### src/bas_defs.svh
// What this block does
// - Subtract-from-literal: literal minus accumulator into accumulator; carry, nibble borrow, zero updated.
// - Exclusive-or-literal: accumulator XOR literal into accumulator; only zero flag changes.
// - Subtract-from-memory: memory minus accumulator; select 0 to accumulator, 1 to memory.
// - Nibble-exchange swaps memory nibbles to selected destination; flags untouched.
// - Exclusive-or-memory: accumulator XOR memory to selected destination; only zero flag changes.
`ifndef BAS_DEFS_SVH
`define BAS_DEFS_SVH

//----------------------------------------
// Widths and reset values
//----------------------------------------
`define BAS_DATA_W 8
`define BAS_NIB_W 4
`define BAS_ADDR_W 7
`define BAS_ACC_RST 8'h00
`define BAS_FLAG_RST 1'b0

//----------------------------------------
// Destination select values
//----------------------------------------
`define BAS_DEST_ACC 1'b0
`define BAS_DEST_MEM 1'b1

`endif

### src/bas_pkg.sv
//----------------------------------------
// Types shared by the datapath slice
//----------------------------------------
package bas_pkg;
    typedef enum logic [2:0] {
        BAS_OP_NONE,
        BAS_OP_SUBTRACT_FROM_LITERAL,
        BAS_OP_EXCLUSIVE_OR_LITERAL,
        BAS_OP_SUBTRACT_FROM_MEMORY,
        BAS_OP_NIBBLE_EXCHANGE,
        BAS_OP_EXCLUSIVE_OR_MEMORY
    } bas_op_t;

    // Flag set carried together
    typedef struct packed {
        logic carry;
        logic nibble_borrow_flag;
        logic zero;
    } bas_flags_t;

    // Result of one operation
    typedef struct packed {
        logic [7:0] value;
        bas_flags_t flags;
        logic carry_we;
        logic nibble_we;
        logic zero_we;
    } bas_res_t;
endpackage : bas_pkg

### src/bas_alu.sv
// Our own choices: the placing of the registers and strobed register access.
`timescale 1ns/1ps
`include "bas_defs.svh"
//----------------------------------------
// Byte datapath: subtract, exclusive-or, nibble exchange
//----------------------------------------
module bas_alu import bas_pkg::*; #(
    parameter int W = `BAS_DATA_W
) (
    input wire logic I_CLK, // Core clock
    input wire logic I_RST_N, // Asynchronous reset, active low
    input wire logic I_VALID, // Operation issued this cycle
    input bas_op_t I_OP, // Operation code
    input wire logic [W-1:0] I_LITERAL, // Eight-bit literal
    input wire logic [W-1:0] I_MEM_RDATA, // Addressed memory byte
    input wire logic [`BAS_ADDR_W-1:0] I_MEM_ADDR, // Memory address of operand
    input wire logic I_DEST, // 0 accumulator, 1 memory
    output logic [W-1:0] O_ACC, // Accumulator
    output bas_flags_t O_FLAGS, // Carry, nibble borrow, zero
    output logic O_MEM_WE, // Memory write pulse
    output logic [`BAS_ADDR_W-1:0] O_MEM_ADDR, // Memory write address
    output logic [W-1:0] O_MEM_WDATA // Memory write data
);
    //----------------------------------------
    // Operand selection and units
    //----------------------------------------
    logic [W-1:0] acc_q;
    bas_flags_t flags_q;
    logic mem_we_q;
    logic [`BAS_ADDR_W-1:0] mem_addr_q;
    logic [W-1:0] mem_wdata_q;
    logic [W-1:0] sub_min;
    logic [W-1:0] sub_diff;
    logic no_borrow;
    logic no_nib_borrow;
    logic [W-1:0] lg_b;
    logic [W-1:0] xor_res;
    logic [W-1:0] swap_res;
    bas_res_t res_d;
    logic to_mem;

    // True for operations whose operand comes from memory
    function automatic logic is_mem_op(input bas_op_t op);
        is_mem_op = (op == BAS_OP_SUBTRACT_FROM_MEMORY) || (op == BAS_OP_NIBBLE_EXCHANGE)
            || (op == BAS_OP_EXCLUSIVE_OR_MEMORY);
    endfunction : is_mem_op

    // True for the five codes that the slice executes
    function automatic logic is_alu_op(input bas_op_t op);
        is_alu_op = is_mem_op(op) || (op == BAS_OP_SUBTRACT_FROM_LITERAL)
            || (op == BAS_OP_EXCLUSIVE_OR_LITERAL);
    endfunction : is_alu_op

    // Byte with its nibbles exchanged, for the checks below
    function automatic logic [7:0] nib_swap(input logic [7:0] b);
        nib_swap = {b[3:0], b[7:4]};
    endfunction : nib_swap

    // Pick literal or memory byte as second operand
    assign sub_min = is_mem_op(I_OP) ? I_MEM_RDATA : I_LITERAL;
    assign lg_b = sub_min;

    bas_sub #(.W(W), .NW(`BAS_NIB_W)) u_sub (
        .i_min(sub_min),
        .i_sub(acc_q),
        .o_diff(sub_diff),
        .o_no_borrow(no_borrow),
        .o_no_nib_borrow(no_nib_borrow)
    );

    bas_logic #(.W(W)) u_logic (
        .i_a(acc_q),
        .i_b(lg_b),
        .o_xor(xor_res),
        .o_swap(swap_res)
    );

    //----------------------------------------
    // Result and flag write enables
    //----------------------------------------
    always_comb begin
        res_d = '0;
        res_d.flags.carry = no_borrow;
        res_d.flags.nibble_borrow_flag = no_nib_borrow;
        unique case (I_OP)
            BAS_OP_SUBTRACT_FROM_LITERAL, BAS_OP_SUBTRACT_FROM_MEMORY: begin
                res_d.value = sub_diff;
                res_d.carry_we = 1'b1;
                res_d.nibble_we = 1'b1;
                res_d.zero_we = 1'b1;
            end
            BAS_OP_EXCLUSIVE_OR_LITERAL, BAS_OP_EXCLUSIVE_OR_MEMORY: begin
                res_d.value = xor_res;
                res_d.zero_we = 1'b1;
            end
            BAS_OP_NIBBLE_EXCHANGE: begin
                res_d.value = swap_res;
            end
            default: begin
                res_d.value = '0;
            end
        endcase
        res_d.flags.zero = (res_d.value == '0);
    end

    // Literal operations always write the accumulator
    assign to_mem = is_mem_op(I_OP) && (I_DEST == `BAS_DEST_MEM);

    //----------------------------------------
    // Accumulator
    //----------------------------------------
    always_ff @(posedge I_CLK or negedge I_RST_N) begin
        if (!I_RST_N) begin
            acc_q <= `BAS_ACC_RST;
        end else if (I_VALID && is_alu_op(I_OP) && !to_mem) begin // Unknown codes leave it alone
            acc_q <= res_d.value;
        end
    end

    //----------------------------------------
    // Status flags
    //----------------------------------------
    always_ff @(posedge I_CLK or negedge I_RST_N) begin
        if (!I_RST_N) begin
            flags_q <= '{`BAS_FLAG_RST, `BAS_FLAG_RST, `BAS_FLAG_RST};
        end else if (I_VALID) begin
            if (res_d.carry_we) begin
                flags_q.carry <= res_d.flags.carry;
            end
            if (res_d.nibble_we) begin
                flags_q.nibble_borrow_flag <= res_d.flags.nibble_borrow_flag;
            end
            if (res_d.zero_we) begin
                flags_q.zero <= res_d.flags.zero;
            end
        end
    end

    //----------------------------------------
    // Memory write-back
    //----------------------------------------
    always_ff @(posedge I_CLK or negedge I_RST_N) begin
        if (!I_RST_N) begin
            mem_we_q <= 1'b0;
            mem_addr_q <= '0;
            mem_wdata_q <= '0;
        end else begin
            mem_we_q <= I_VALID && to_mem;
            if (I_VALID && to_mem) begin
                mem_addr_q <= I_MEM_ADDR;
                mem_wdata_q <= res_d.value;
            end
        end
    end

    assign O_ACC = acc_q;
    assign O_FLAGS = flags_q;
    assign O_MEM_WE = mem_we_q;
    assign O_MEM_ADDR = mem_addr_q;
    assign O_MEM_WDATA = mem_wdata_q;
endmodule : bas_alu

### src/bas_logic.sv
`timescale 1ns/1ps
//----------------------------------------
// Exclusive-or and nibble exchange unit
//----------------------------------------
module bas_logic #(
    parameter int W = 8
) (
    input wire logic [W-1:0] i_a, // Accumulator
    input wire logic [W-1:0] i_b, // Literal or memory byte
    output logic [W-1:0] o_xor, // Bitwise exclusive-or
    output logic [W-1:0] o_swap // Nibbles of i_b exchanged
);
    // Combinational results
    assign o_xor = i_a ^ i_b;
    assign o_swap = {i_b[W/2-1:0], i_b[W-1:W/2]};
endmodule : bas_logic

### src/bas_sub.sv
`timescale 1ns/1ps
//----------------------------------------
// Eight-bit subtractor with borrow flags
//----------------------------------------
module bas_sub #(
    parameter int W = 8,
    parameter int NW = 4
) (
    input wire logic [W-1:0] i_min, // Minuend
    input wire logic [W-1:0] i_sub, // Subtrahend
    output logic [W-1:0] o_diff, // Difference
    output logic o_no_borrow, // No borrow out of top bit
    output logic o_no_nib_borrow // No borrow out of low nibble
);
    logic [W:0] full;
    logic [NW:0] low;

    // Two's complement add of inverted subtrahend plus one
    assign full = {1'b0, i_min} + {1'b0, ~i_sub} + {{W{1'b0}}, 1'b1};
    assign low = {1'b0, i_min[NW-1:0]} + {1'b0, ~i_sub[NW-1:0]} + {{NW{1'b0}}, 1'b1};
    assign o_diff = full[W-1:0];
    assign o_no_borrow = full[W];
    assign o_no_nib_borrow = low[NW];
endmodule : bas_sub

### config.mk
export PLATFORM = sky130hd
export DESIGN_NAME = bas_alu
export DESIGN_NICKNAME = d
export VERILOG_FILES = /design/src/bas_pkg.sv /design/src/bas_alu.sv /design/src/bas_logic.sv /design/src/bas_sub.sv
export VERILOG_INCLUDE_DIRS = /design/src
export SDC_FILE = /design/constraint.sdc
export NUM_CORES = 1
export LEC_CHECK = 0
export BUFFER_PORTS_ARGS = -buffer_cell sky130_fd_sc_hd__buf_2
export CORE_ASPECT_RATIO = 0.75
export CORE_MARGIN = 5
export CORE_UTILIZATION = 47
export CTS_BUF_LIST = sky130_fd_sc_hd__clkbuf_16
export DETAILED_ROUTE_END_ITERATION = 7
export PLACE_DENSITY = 0.8
export SYNTH_ARGS = -nofsm -noshare
export SYNTH_HDL_FRONTEND = slang
export SYNTH_HIERARCHICAL = 1
export SYNTH_SLANG_ARGS = --single-unit
### constraint.sdc
create_clock -name I_CLK -period 5.9 [get_ports I_CLK]
set_input_delay 1.18 -clock I_CLK [delete_from_list [all_inputs] [get_ports I_CLK]]
set_output_delay 1.18 -clock I_CLK [all_outputs]
set_load 0.1 [all_outputs]
Word-level counts from Yosys, hierarchy flattened
Cells that the tools add are included.
- eq/ne operators: 5
- reductions and logical operators: 16
- multiplexer cells: 4
- add/sub/neg operators: 4
- bitwise logic cells: 3
- operator list (cell ; number):
    $pmux W8 S3 ; 1
    $add A8 B8 Y9 ; 1
    $add A9 B1 Y9 const B ; 1
    $logic_not A8 Y1 ; 1
    $mux W8 ; 1
    $not A8 Y8 ; 1
    $xor A8 B8 Y8 ; 1
    $eq A3 B2 Y1 const B ; 2
    $eq A3 B3 Y1 const B ; 2
    $reduce_and A2 Y1 ; 3
    $add A4 B4 Y5 ; 1
    $add A5 B1 Y5 const B ; 1
    $logic_and A1 B1 Y1 ; 4
    $logic_or A1 B1 Y1 ; 4
    $not A4 Y4 ; 1
    $reduce_or A2 Y1 ; 2
    $reduce_or A4 Y1 ; 1
    $eq A3 B1 Y1 const B ; 1
    $mux W2 ; 1
    $logic_not A1 Y1 ; 1
    $mux W1 ; 1
- input bits: 30
- output and inout port bits: 27
- word-level logic and storage cells: 39
- register bits after elaboration: 27

Logic depth before layout (Yosys ltp)
Gate-level depths: netlist (run 1).
- depth in word-level cells: 8
- mapped depth: 16
- mapped depth without buffers: 14

By module
The synthesis (run 1) kept the hierarchy.
- modules (own cells, without submodules) (module ; sequential area each (µm²) ; area an instance (µm²) ; cells each ; instances):
    bas_alu ; 675.6 ; 1422.6 ; 129 ; 1
    bas_sub ; 0.0 ; 355.3 ; 46 ; 1
    bas_logic ; 0.0 ; 130.1 ; 16 ; 1

Least setup slack after synthesis (run 1)
Ideal clock, no wire load.
- kind: input to register
- start point: in I_OP[2]
- end point: reg flags_q, in the netlist O_FLAGS[0]
- stages on the path: 16
- setup slack: 1858 ps
- setup time: 95 ps
- path buffers: 2
- arrival: 3946 ps
- data required time: 5805 ps
- cell sequence: nor2b_1 > buf_2 > or2_1 > buf_2 > mux2_2 > inv_1 > ha_1 > fa_1 > nor2b_4 > o21ai_2 > nand2b_2 > a311oi_2 > xnor2_1 > a221oi_1 > nand4_1 > o31ai_1
- word-level cells in the longest chain between the ends: 8
- elaborated cells between the ends (all ways): 18
- those cells by class: 2 x add/sub; 5 x eq/ne; 3 x mux; 1 x bitwise; 7 x reduce/logical
- ends and longest elaborated chain (item ; RTL line ; source):
    start, declared ; bas_alu.sv:13 ; input bas_op_t I_OP,
    $eq A3 B2 Y1 / $eq A3 B3 Y1 (equally long branches) ; bas_alu.sv:44 ; is_mem_op = (op == BAS_OP_SUBTRACT_FROM_MEMORY) || (op == BAS_OP_NIBBLE_EXCHANGE)
    $logic_or A1 B1 Y1 ; bas_alu.sv:44 ;
    $logic_or A1 B1 Y1 (*) ; bas_alu.sv:45 ; || (op == BAS_OP_EXCLUSIVE_OR_MEMORY);
    $mux W8 (*) ; bas_alu.sv:60 ; assign sub_min = is_mem_op(I_OP) ? I_MEM_RDATA : I_LITERAL;
    net lg_b[0] ; bas_alu.sv:36 ; logic [W-1:0] lg_b;
    $add A8 B8 Y9 (*) ; bas_sub.sv:19 ; assign full = {1'b0, i_min} + {1'b0, ~i_sub} + {{W{1'b0}}, 1'b1};
    $add A9 B1 Y9 (*) ; bas_sub.sv:19 ;
    net sub_diff[6] ; bas_alu.sv:33 ; logic [W-1:0] sub_diff;
    $pmux W8 S3 (*) ; bas_alu.sv:85 ; unique case (I_OP)
    $logic_not A8 Y1 (*) ; bas_alu.sv:103 ; res_d.flags.zero = (res_d.value == '0);
    end signal, assigned ; bas_alu.sv:125 ; flags_q <= '{`BAS_FLAG_RST, `BAS_FLAG_RST, `BAS_FLAG_RST};
    end, declared ; bas_alu.sv:28 ; bas_flags_t flags_q;
The timed path passes the listed nets; every way through them passes the cells marked *.
A chain may end at the register's enable or synchronous reset.

Worst setup path in the final report (run 1)
Same ends and word-level chain as after synthesis.

==> results.md, run 1 <==
- Full die area: 5447 µm²
- Prevailing post-synth register cell: dfrtp_1
- Insertion delay to the later sink of the worst-skew pair: 0.26 ns
- Total GRT Usage: 0.1585
- Final hold vios: 0
- Sequential share of power: 0.239
- Largest cells by area after synthesis: dfrtp_1 (35%), mux2_2 (12%), ha_1 (5.2%)
- Min Tclk post-route: 4.881 ns
- Worst-Margin Slew: about 0.9 ns
- Yosys reg bits: 27
- Post-synth EDFFs: 0
- H-Tree Depth: 1
- Worst Setup Start Kind: input port
- Area growth syn-to-layout: 16.26%
- CTS tree: built
- Final WL: ~4300 µm
- Nets: 273
- Critical Path AT: around 5 ns
- Yosys top cell by area: dfrtp_1
- Clock sinks: 27
- Share of cells above drive strength 1: 0.3648
- Crit-path max cell delay: 0.60 ns
- Initial DRT Pass Iterations: 4
- Quantity of gates resized following cts: 0
- Fill cells: 363
- Syn nets: 230
- Routed vias/inst: 5.365
- Input/output buffers: 56
- Initial Util: 0.4796
- Post-synthesis sequential area ratio: 0.3541
- Critical path's slowest cell: nor2b_1
- Worst hold path type: register to register
- Non-Filler Instances: 288
- Crit path buf inv count: 2
- Worst-path clk slew: 0.06 ns
- Static Leak: between 1 and 1.5 nW
- Maxcap violations: 0
- Setup violators final: 0
- Setup Fix Bufs, Post-CTS: 0
- Crit-path max FO: 14
- Pint: 0.5087 mW
- Vias in the first global route: between 1000 and 1500
- Pwr dens: 530.3 nW/µm²
- Num CTS Buffers: 3
- Initial antenna violation count: 0
- Status: finished, final reports clean
- Synth top area share: 0.3541
- Yosys warns: 6
- VDD IR-drop max: 0.4066 mV
- Delay-heaviest family, CP: simple AND/OR/NAND/NOR gates
- Skew final: between 0.0015 and 0.002 ns
- Logic pwr share: 0.636
- Core area: about 4000 µm²
- I/O Pins: 57
- Final cycle utilization of the critical path: 0.8272
- Antenna diode count: 0
- DR iter-0 viols: 82
- Clock power frac: 0.126
- Synth cell types: 37
- CP endpoint kind: register
- Slew headroom: 0.3897
- CTS Buffer Depth: 2
- Syn_area_per_cell: 9.990 µm²
- Drt wl/cell: about 15 µm
- Placed insts: 284
- TNS Setup: 0 ns
- Die H: 65.18 µm
- Required @ worst endpoint: 6.06 ns
- Cells after Synth: 191
- Switching portion of total power: 0.5676
- Via count: 1545
- First-pass GRT wire length: 6975 µm
- Synth async-reset ratio: 1.000
- Crit path cell chain: buf_2, nor2b_1, or2_1, mux2_2, inv_1, ha_1, fa_1, nor2b_4, o21ai_2, nand2b_2, a311oi_2, xnor2_1, a221oi_1, nand4_1, o31ai_1
- Final HPWL DP: 3431 µm
- Root Buffer: clkbuf_16
- Global route overflow: 0
- GP Congestion: slightly above 0.9
- Unrepaired setup endpoints after global routing: false
- Net Switching: 0.6678 mW
- F_max: 204.9 MHz
- Area of the mapped netlist: between 1500 and 2000 µm²
- Die width: 83.58 µm
- Routed Antenna Nets: 0
- Core Rows: 20
- Cts hold-fix bufs: 0
- DRC violations left: 0
- Largest net degree at the start of global routing: 28
- Final slew viol count: 0
- Crit Path Class: input port to register
==> layout by cell type (no fill, tap or decap), drive strengths merged, types with 2 or more instances in the layout <==
master,count
mux2,25
buf,56
nor2,3
nor2b,6
a221oi,8
clkbuf,3
xnor2,5
nand2,18
o21ai,20
xor2,9
a21oi,2
inv,13
and2,2
dfrtp,27
nor4bb,8
ha,8
nand4,3
o21a,3
or3,2
==> area by class of cell <==
type                            instances  area [µm²]  share of cell area
Clock buffer                            3       75.07             0.03384
Sequential cell                        27       675.6              0.3046
Timing Repair Buffer                   56       280.3              0.1263
Multi-Input combinational cell        134        1070              0.4822
Tap cell                               55       68.82             0.03102
Clock inverter                          1       3.754            0.001692
Inverter                               12       45.04             0.02030
==> worst reg2reg max path, delay by kind of cell, from the launching register on <==
kind	cells	cell delay [ns]
flops	1	0.43
compound gates	4	0.95
xor+xnor	1	0.16
fa+ha+maj	2	0.70
simple gates	3	0.43
==> layer usage <==
metal / global-route usage / wire [µm]
met4: 0.03012 / 21
met3: 0.04511 / 310
met2: 0.2470 / 1852
met5: 0 / 0
met1: 0.2220 / 2100
==> per-stage QoR <==
step | worst slack [ns] | total power, mW | util | hold WS, ns | area, µm²
2_1_floorplan | 1.858 | 0.9089 | - | 0.8844 | 1908
3_3_place_gp | 0.9163 | 1.028 | 0.5377 | 0.4591 | 2140
3_5_place_dp | 0.7702 | 1.032 | 0.5377 | 0.4713 | 2140
4_1_cts | 1.038 | 1.184 | 0.5575 | 0.4901 | 2218
5_1_grt | 0.6995 | 1.238 | 0.5575 | 0.5233 | 2218
6_report | 1.019 | 1.177 | 0.5575 | 0.4794 | 2218
==> cells in the mapped netlist (2+ instances only) <==
| cell type | number |
|---|---|
| nand4_1 | 3 |
| nor2b_1 | 5 |
| xnor2_1 | 5 |
| buf_6 | 2 |
| o21ai_0 | 18 |
| a21oi_1 | 2 |
| or3_1 | 2 |
| nor4bb_1 | 8 |
| mux2_1 | 4 |
| ha_1 | 8 |
| inv_1 | 12 |
| nand2_1 | 18 |
| clkbuf_1 | 4 |
| buf_4 | 8 |
| o21ai_2 | 2 |
| o21a_1 | 3 |
| a221oi_1 | 8 |
| mux2_2 | 20 |
| nor2_1 | 3 |
| buf_2 | 4 |
| xor2_1 | 9 |
| dfrtp_1 | 27 |
| and2_1 | 2 |
==> final timing paths <==
check,startpoint,endpoint,slack [ns],cells past startpoint
worst min-delay path,O_MEM_WDATA[3]$_DFFE_PN0P_,O_MEM_WDATA[3]$_DFFE_PN0P_,0.48,2
worst min register to register,O_MEM_WDATA[3]$_DFFE_PN0P_,O_MEM_WDATA[3]$_DFFE_PN0P_,0.48,2
min in group asynchronous,I_RST_N,O_FLAGS[2]$_DFFE_PN0P_,0.91,1
worst max register to register,O_ACC[0]$_DFFE_PN0P_,O_FLAGS[0]$_DFFE_PN0P_,3.15,10
max in group asynchronous,I_RST_N,O_ACC[0]$_DFFE_PN0P_,4.62,1
worst max-delay path,I_OP[2],O_FLAGS[0]$_DFFE_PN0P_,1.02,15
==> logic make-up (layout without fill, tap and decap cells) <==
family | count (synthesis) | after routing | synth area share
AND/OR/NAND/NOR | 47 | 47 | 0.1475
AO/OA/AOI/OAI | 39 | 39 | 0.1364
buffers and inverters | 30 | 72 | 0.08524
flip-flops | 27 | 27 | 0.3541
multiplexers | 25 | 25 | 0.1495
XOR/XNOR | 14 | 14 | 0.06426
adder cells (fa/ha/maj) | 9 | 9 | 0.06295
==> registers in the layout, summed over array words and instances (netlist names) <==
signal	flops
O_ACC	8
O_MEM_WDATA	8
O_MEM_WE	1
O_FLAGS	3
O_MEM_ADDR	7
==> power groups by stage <==
stage	registers, mW	clock network [mW]	logic, mW
after floorplan	0.666	0	0.243
after global placement	0.282	0	0.746
after detailed placement	0.285	0	0.748
after CTS	0.282	0.152	0.750
after global routing	0.290	0.162	0.787
final	0.281	0.148	0.748
Power figures use the tool's default switching activity.
==> run 2, diff against run 1 <==
- PLACE_DENSITY: 0.8 -> 0.83
- clock period: 5.9 -> 4.4 ns (I/O delays scaled with it)
==> run 2 against run 1 <==
Combinational power is 36% higher. Clock-buffer cell count did not move. Clock skew hardly changed. First-iteration DRC count increased by 34%. Worst hold slack worse by 0.0016 ns. Final cell count up 1.7%. Via count rose by 1.3%. Critical path depth down 2. Setup slack got worse by 0.53 ns. Wire length rose by 4.6%.
==> results.md, run 2 (synthesized netlist as in run 1, its figures left out) <==
- Fin util: 0.5670 (was 0.5575)
- Fill cells: 348 (was 363)
- Min Tclk post-route: 3.907 ns
- Antenna diode count: 0 (unchanged)
- DRC violations left: 0 (unchanged)
- Crit-path max FO: 14 (unchanged)
- Core area: 3979 µm² (unchanged)
- Critical Path AT: 4.07 ns (was 5.04 ns)
- WHS: 0.4778 ns (was 0.4794 ns)
- Die H: 65.18 µm (unchanged)
- First-pass GRT wire length: 7548 µm (was 6975 µm)
- Skew final: 0.001585 ns (was 0.001912 ns)
- Routed Antenna Nets: 0 (unchanged)
- Total GRT Usage: 0.1709 (was 0.1585)
- TNS Setup: 0 ns (unchanged)
- Final hold vios: 0 (unchanged)
- Routed vias/inst: 5.341 (was 5.365)
- Worst Setup Start Kind: input port (unchanged)
- Final WL: 4480 µm (was 4284 µm)
- Crit path cell chain: buf_2, and3b_1, or2_1, mux2_2, ha_1, nor2b_1, o211ai_1, a21boi_0, o22ai_1, xnor2_1, a221oi_1, nand4_1, o31ai_1 (was buf_2, nor2b_1, or2_1, mux2_2, inv_1, ha_1, fa_1, nor2b_4, o21ai_2, nand2b_2, a311oi_2, xnor2_1, a221oi_1, nand4_1, o31ai_1)
- Setup violators final: 0 (unchanged)
- Static Leak: 1.093 nW (was 1.069 nW)
- Most frequent cells in the layout: buf_2 (56), dfrtp_1 (27), mux2_2 (20), nand2_1 (18), o21ai_0 (18) (unchanged)
- Slew headroom: 0.3602 (was 0.3897)
- Non-Filler Instances: 293 (was 288)
- Post-Place Cell Area: 2177 µm² (was 2140 µm²)
- Crit Path Class: input port to register (unchanged)
- Full die area: 5447 µm² (unchanged)
- GP Congestion: 0.8535 (was 0.9114)
- Final cycle utilization of the critical path: 0.8878
- CTS Buffer Depth: 2 (unchanged)
- Global route overflow: 0 (unchanged)
- Num CTS Buffers: 3 (unchanged)
- Clock sinks: 27 (unchanged)
- Status: finished, final reports clean (unchanged)
- Worst-path clk slew: 0.06 ns (about the same)
- Largest net degree at the start of global routing: 28 (unchanged)
- Unrepaired setup endpoints after global routing: false (unchanged)
- Quantity of gates resized following cts: 0 (unchanged)
- Placed insts: 289 (was 284)
- Final slew viol count: 0 (unchanged)
- Final HPWL DP: 3467 µm (was 3431 µm)
- Share of cells above drive strength 1: 0.3782 (was 0.3648)
- Crit path buf inv count: 1 (was 2)
- Commonest non-fill, non-tap cell in the layout: buf_2 (unchanged)
- CP endpoint kind: register (unchanged)
- Maxcap violations: 0 (unchanged)
- CTS tree: built (unchanged)
- Initial DRT Pass Iterations: 4 (unchanged)
- Worst hold path type: register to register (unchanged)
- Worst-Margin Slew: 0.9595 ns (was 0.9154 ns)
- Vias in the first global route: 1528 (was 1447)
- Initial antenna violation count: 0 (unchanged)
- Nets: 278 (was 273)
- F_max: 256.0 MHz
- Area of the multi-input gates: 1070 µm² (unchanged)
- Delay-heaviest family, CP: compound AO/OA/AOI/OAI gates (was simple AND/OR/NAND/NOR gates)
- Via count: 1565 (was 1545)
- Drt wl/cell: 15.29 µm (was 14.88 µm)
- Area growth syn-to-layout: 18.23% (was 16.26%)
- Root Buffer: clkbuf_16 (unchanged)
- Critical path's slowest cell: mux2_2 (was nor2b_1)
- DR iter-0 viols: 110 (was 82)
- Core Rows: 20 (unchanged)
- H-Tree Depth: 1 (unchanged)
- VDD IR-drop max: 0.4931 mV (was 0.4066 mV)
- Design Area, Final: 2256 µm² (was 2218 µm²)
- Input/output buffers: 56 (unchanged)
- Cts hold-fix bufs: 0 (unchanged)
- Die width: 83.58 µm (unchanged)
- Pwr dens: 705.7 nW/µm² (was 530.3 nW/µm²)
- Required @ worst endpoint: 4.57 ns (was 6.06 ns)
- Insertion delay to the later sink of the worst-skew pair: 0.26 ns (about the same)
- Initial Util: 0.4796 (unchanged)
- I/O Pins: 57 (unchanged)
- Reg area: 675.6 µm² (unchanged)
- Crit-path max cell delay: 0.44 ns (was 0.60 ns)
- Setup Fix Bufs, Post-CTS: 0 (unchanged)
[run 2: cell types whose count changed in the layout (fill, tap and decap cells not counted)]
cell	before	now
buf_4	0	5
[run 2: cell type report]
type	instances	share of cell area
timing repair buffer	61	0.1409
clock buffer	3	0.03328
sequential	27	0.2995
inverter	12	0.01997
multi-input combinational	134	0.4742
tap	55	0.03050
clock inverter	1	0.001664
[run 2: power by group]
group          internal, mW  switching [mW]  total (mW)
Sequential            0.319          0.0551       0.374
Combinational         0.253           0.764        1.02
Clock                 0.121          0.0788       0.200
Total                 0.694           0.898        1.59
[run 2: worst register-to-register path, stage by stage, from the launching register on]
cell and delay (ns):
dfrtp_1 0.45, inv_1 0.07, ha_1 0.26, nor2b_1 0.17, o211ai_1 0.11, a21boi_0 0.30
o22ai_1 0.16, xnor2_1 0.16, a221oi_1 0.38, nand4_1 0.16, o31ai_1 0.26
[run 2: final timing paths]
kind	endpoint	cells past startpoint	slack (ns)	from
max	O_FLAGS[0]$_DFFE_PN0P_	13	0.49	I_OP[2]
min	O_MEM_WDATA[3]$_DFFE_PN0P_	2	0.48	O_MEM_WDATA[3]$_DFFE_PN0P_
max reg2reg	O_FLAGS[0]$_DFFE_PN0P_	10	1.83	O_ACC[1]$_DFFE_PN0P_
min reg2reg	O_MEM_WDATA[3]$_DFFE_PN0P_	2	0.48	O_MEM_WDATA[3]$_DFFE_PN0P_
max in group asynchronous	O_ACC[0]$_DFFE_PN0P_	1	3.39	I_RST_N
min in group asynchronous	O_MEM_WDATA[6]$_DFFE_PN0P_	1	0.62	I_RST_N
[run 2: layer usage]
| layer | part of all wire | global-route usage | wire [µm] | vias to the layer above |
|---|---|---|---|---|
| li1 | - | - | - | 768 |
| met1 | 0.47 | 0.2308 | 2125 | 744 |
| met2 | 0.45 | 0.2808 | 1995 | 48 |
| met3 | 0.076 | 0.04887 | 339 | 5 |
| met4 | 0.0045 | 0.02410 | 20 | 0 |
| met5 | 0 | 0 | 0 | - |
[run 2: stage by stage]
| stage | total power [mW] | setup WS (ns) |
|---|---|---|
| 6_report | 1.592 | 0.4935 |
| 5_1_grt | 1.680 | 0.1961 |
| 4_1_cts | 1.603 | 0.4736 |
| 3_5_place_dp | 1.396 | 0.2272 |
| 3_3_place_gp | 1.385 | 0.2597 |
| 2_1_floorplan | 1.219 | 0.6584 |
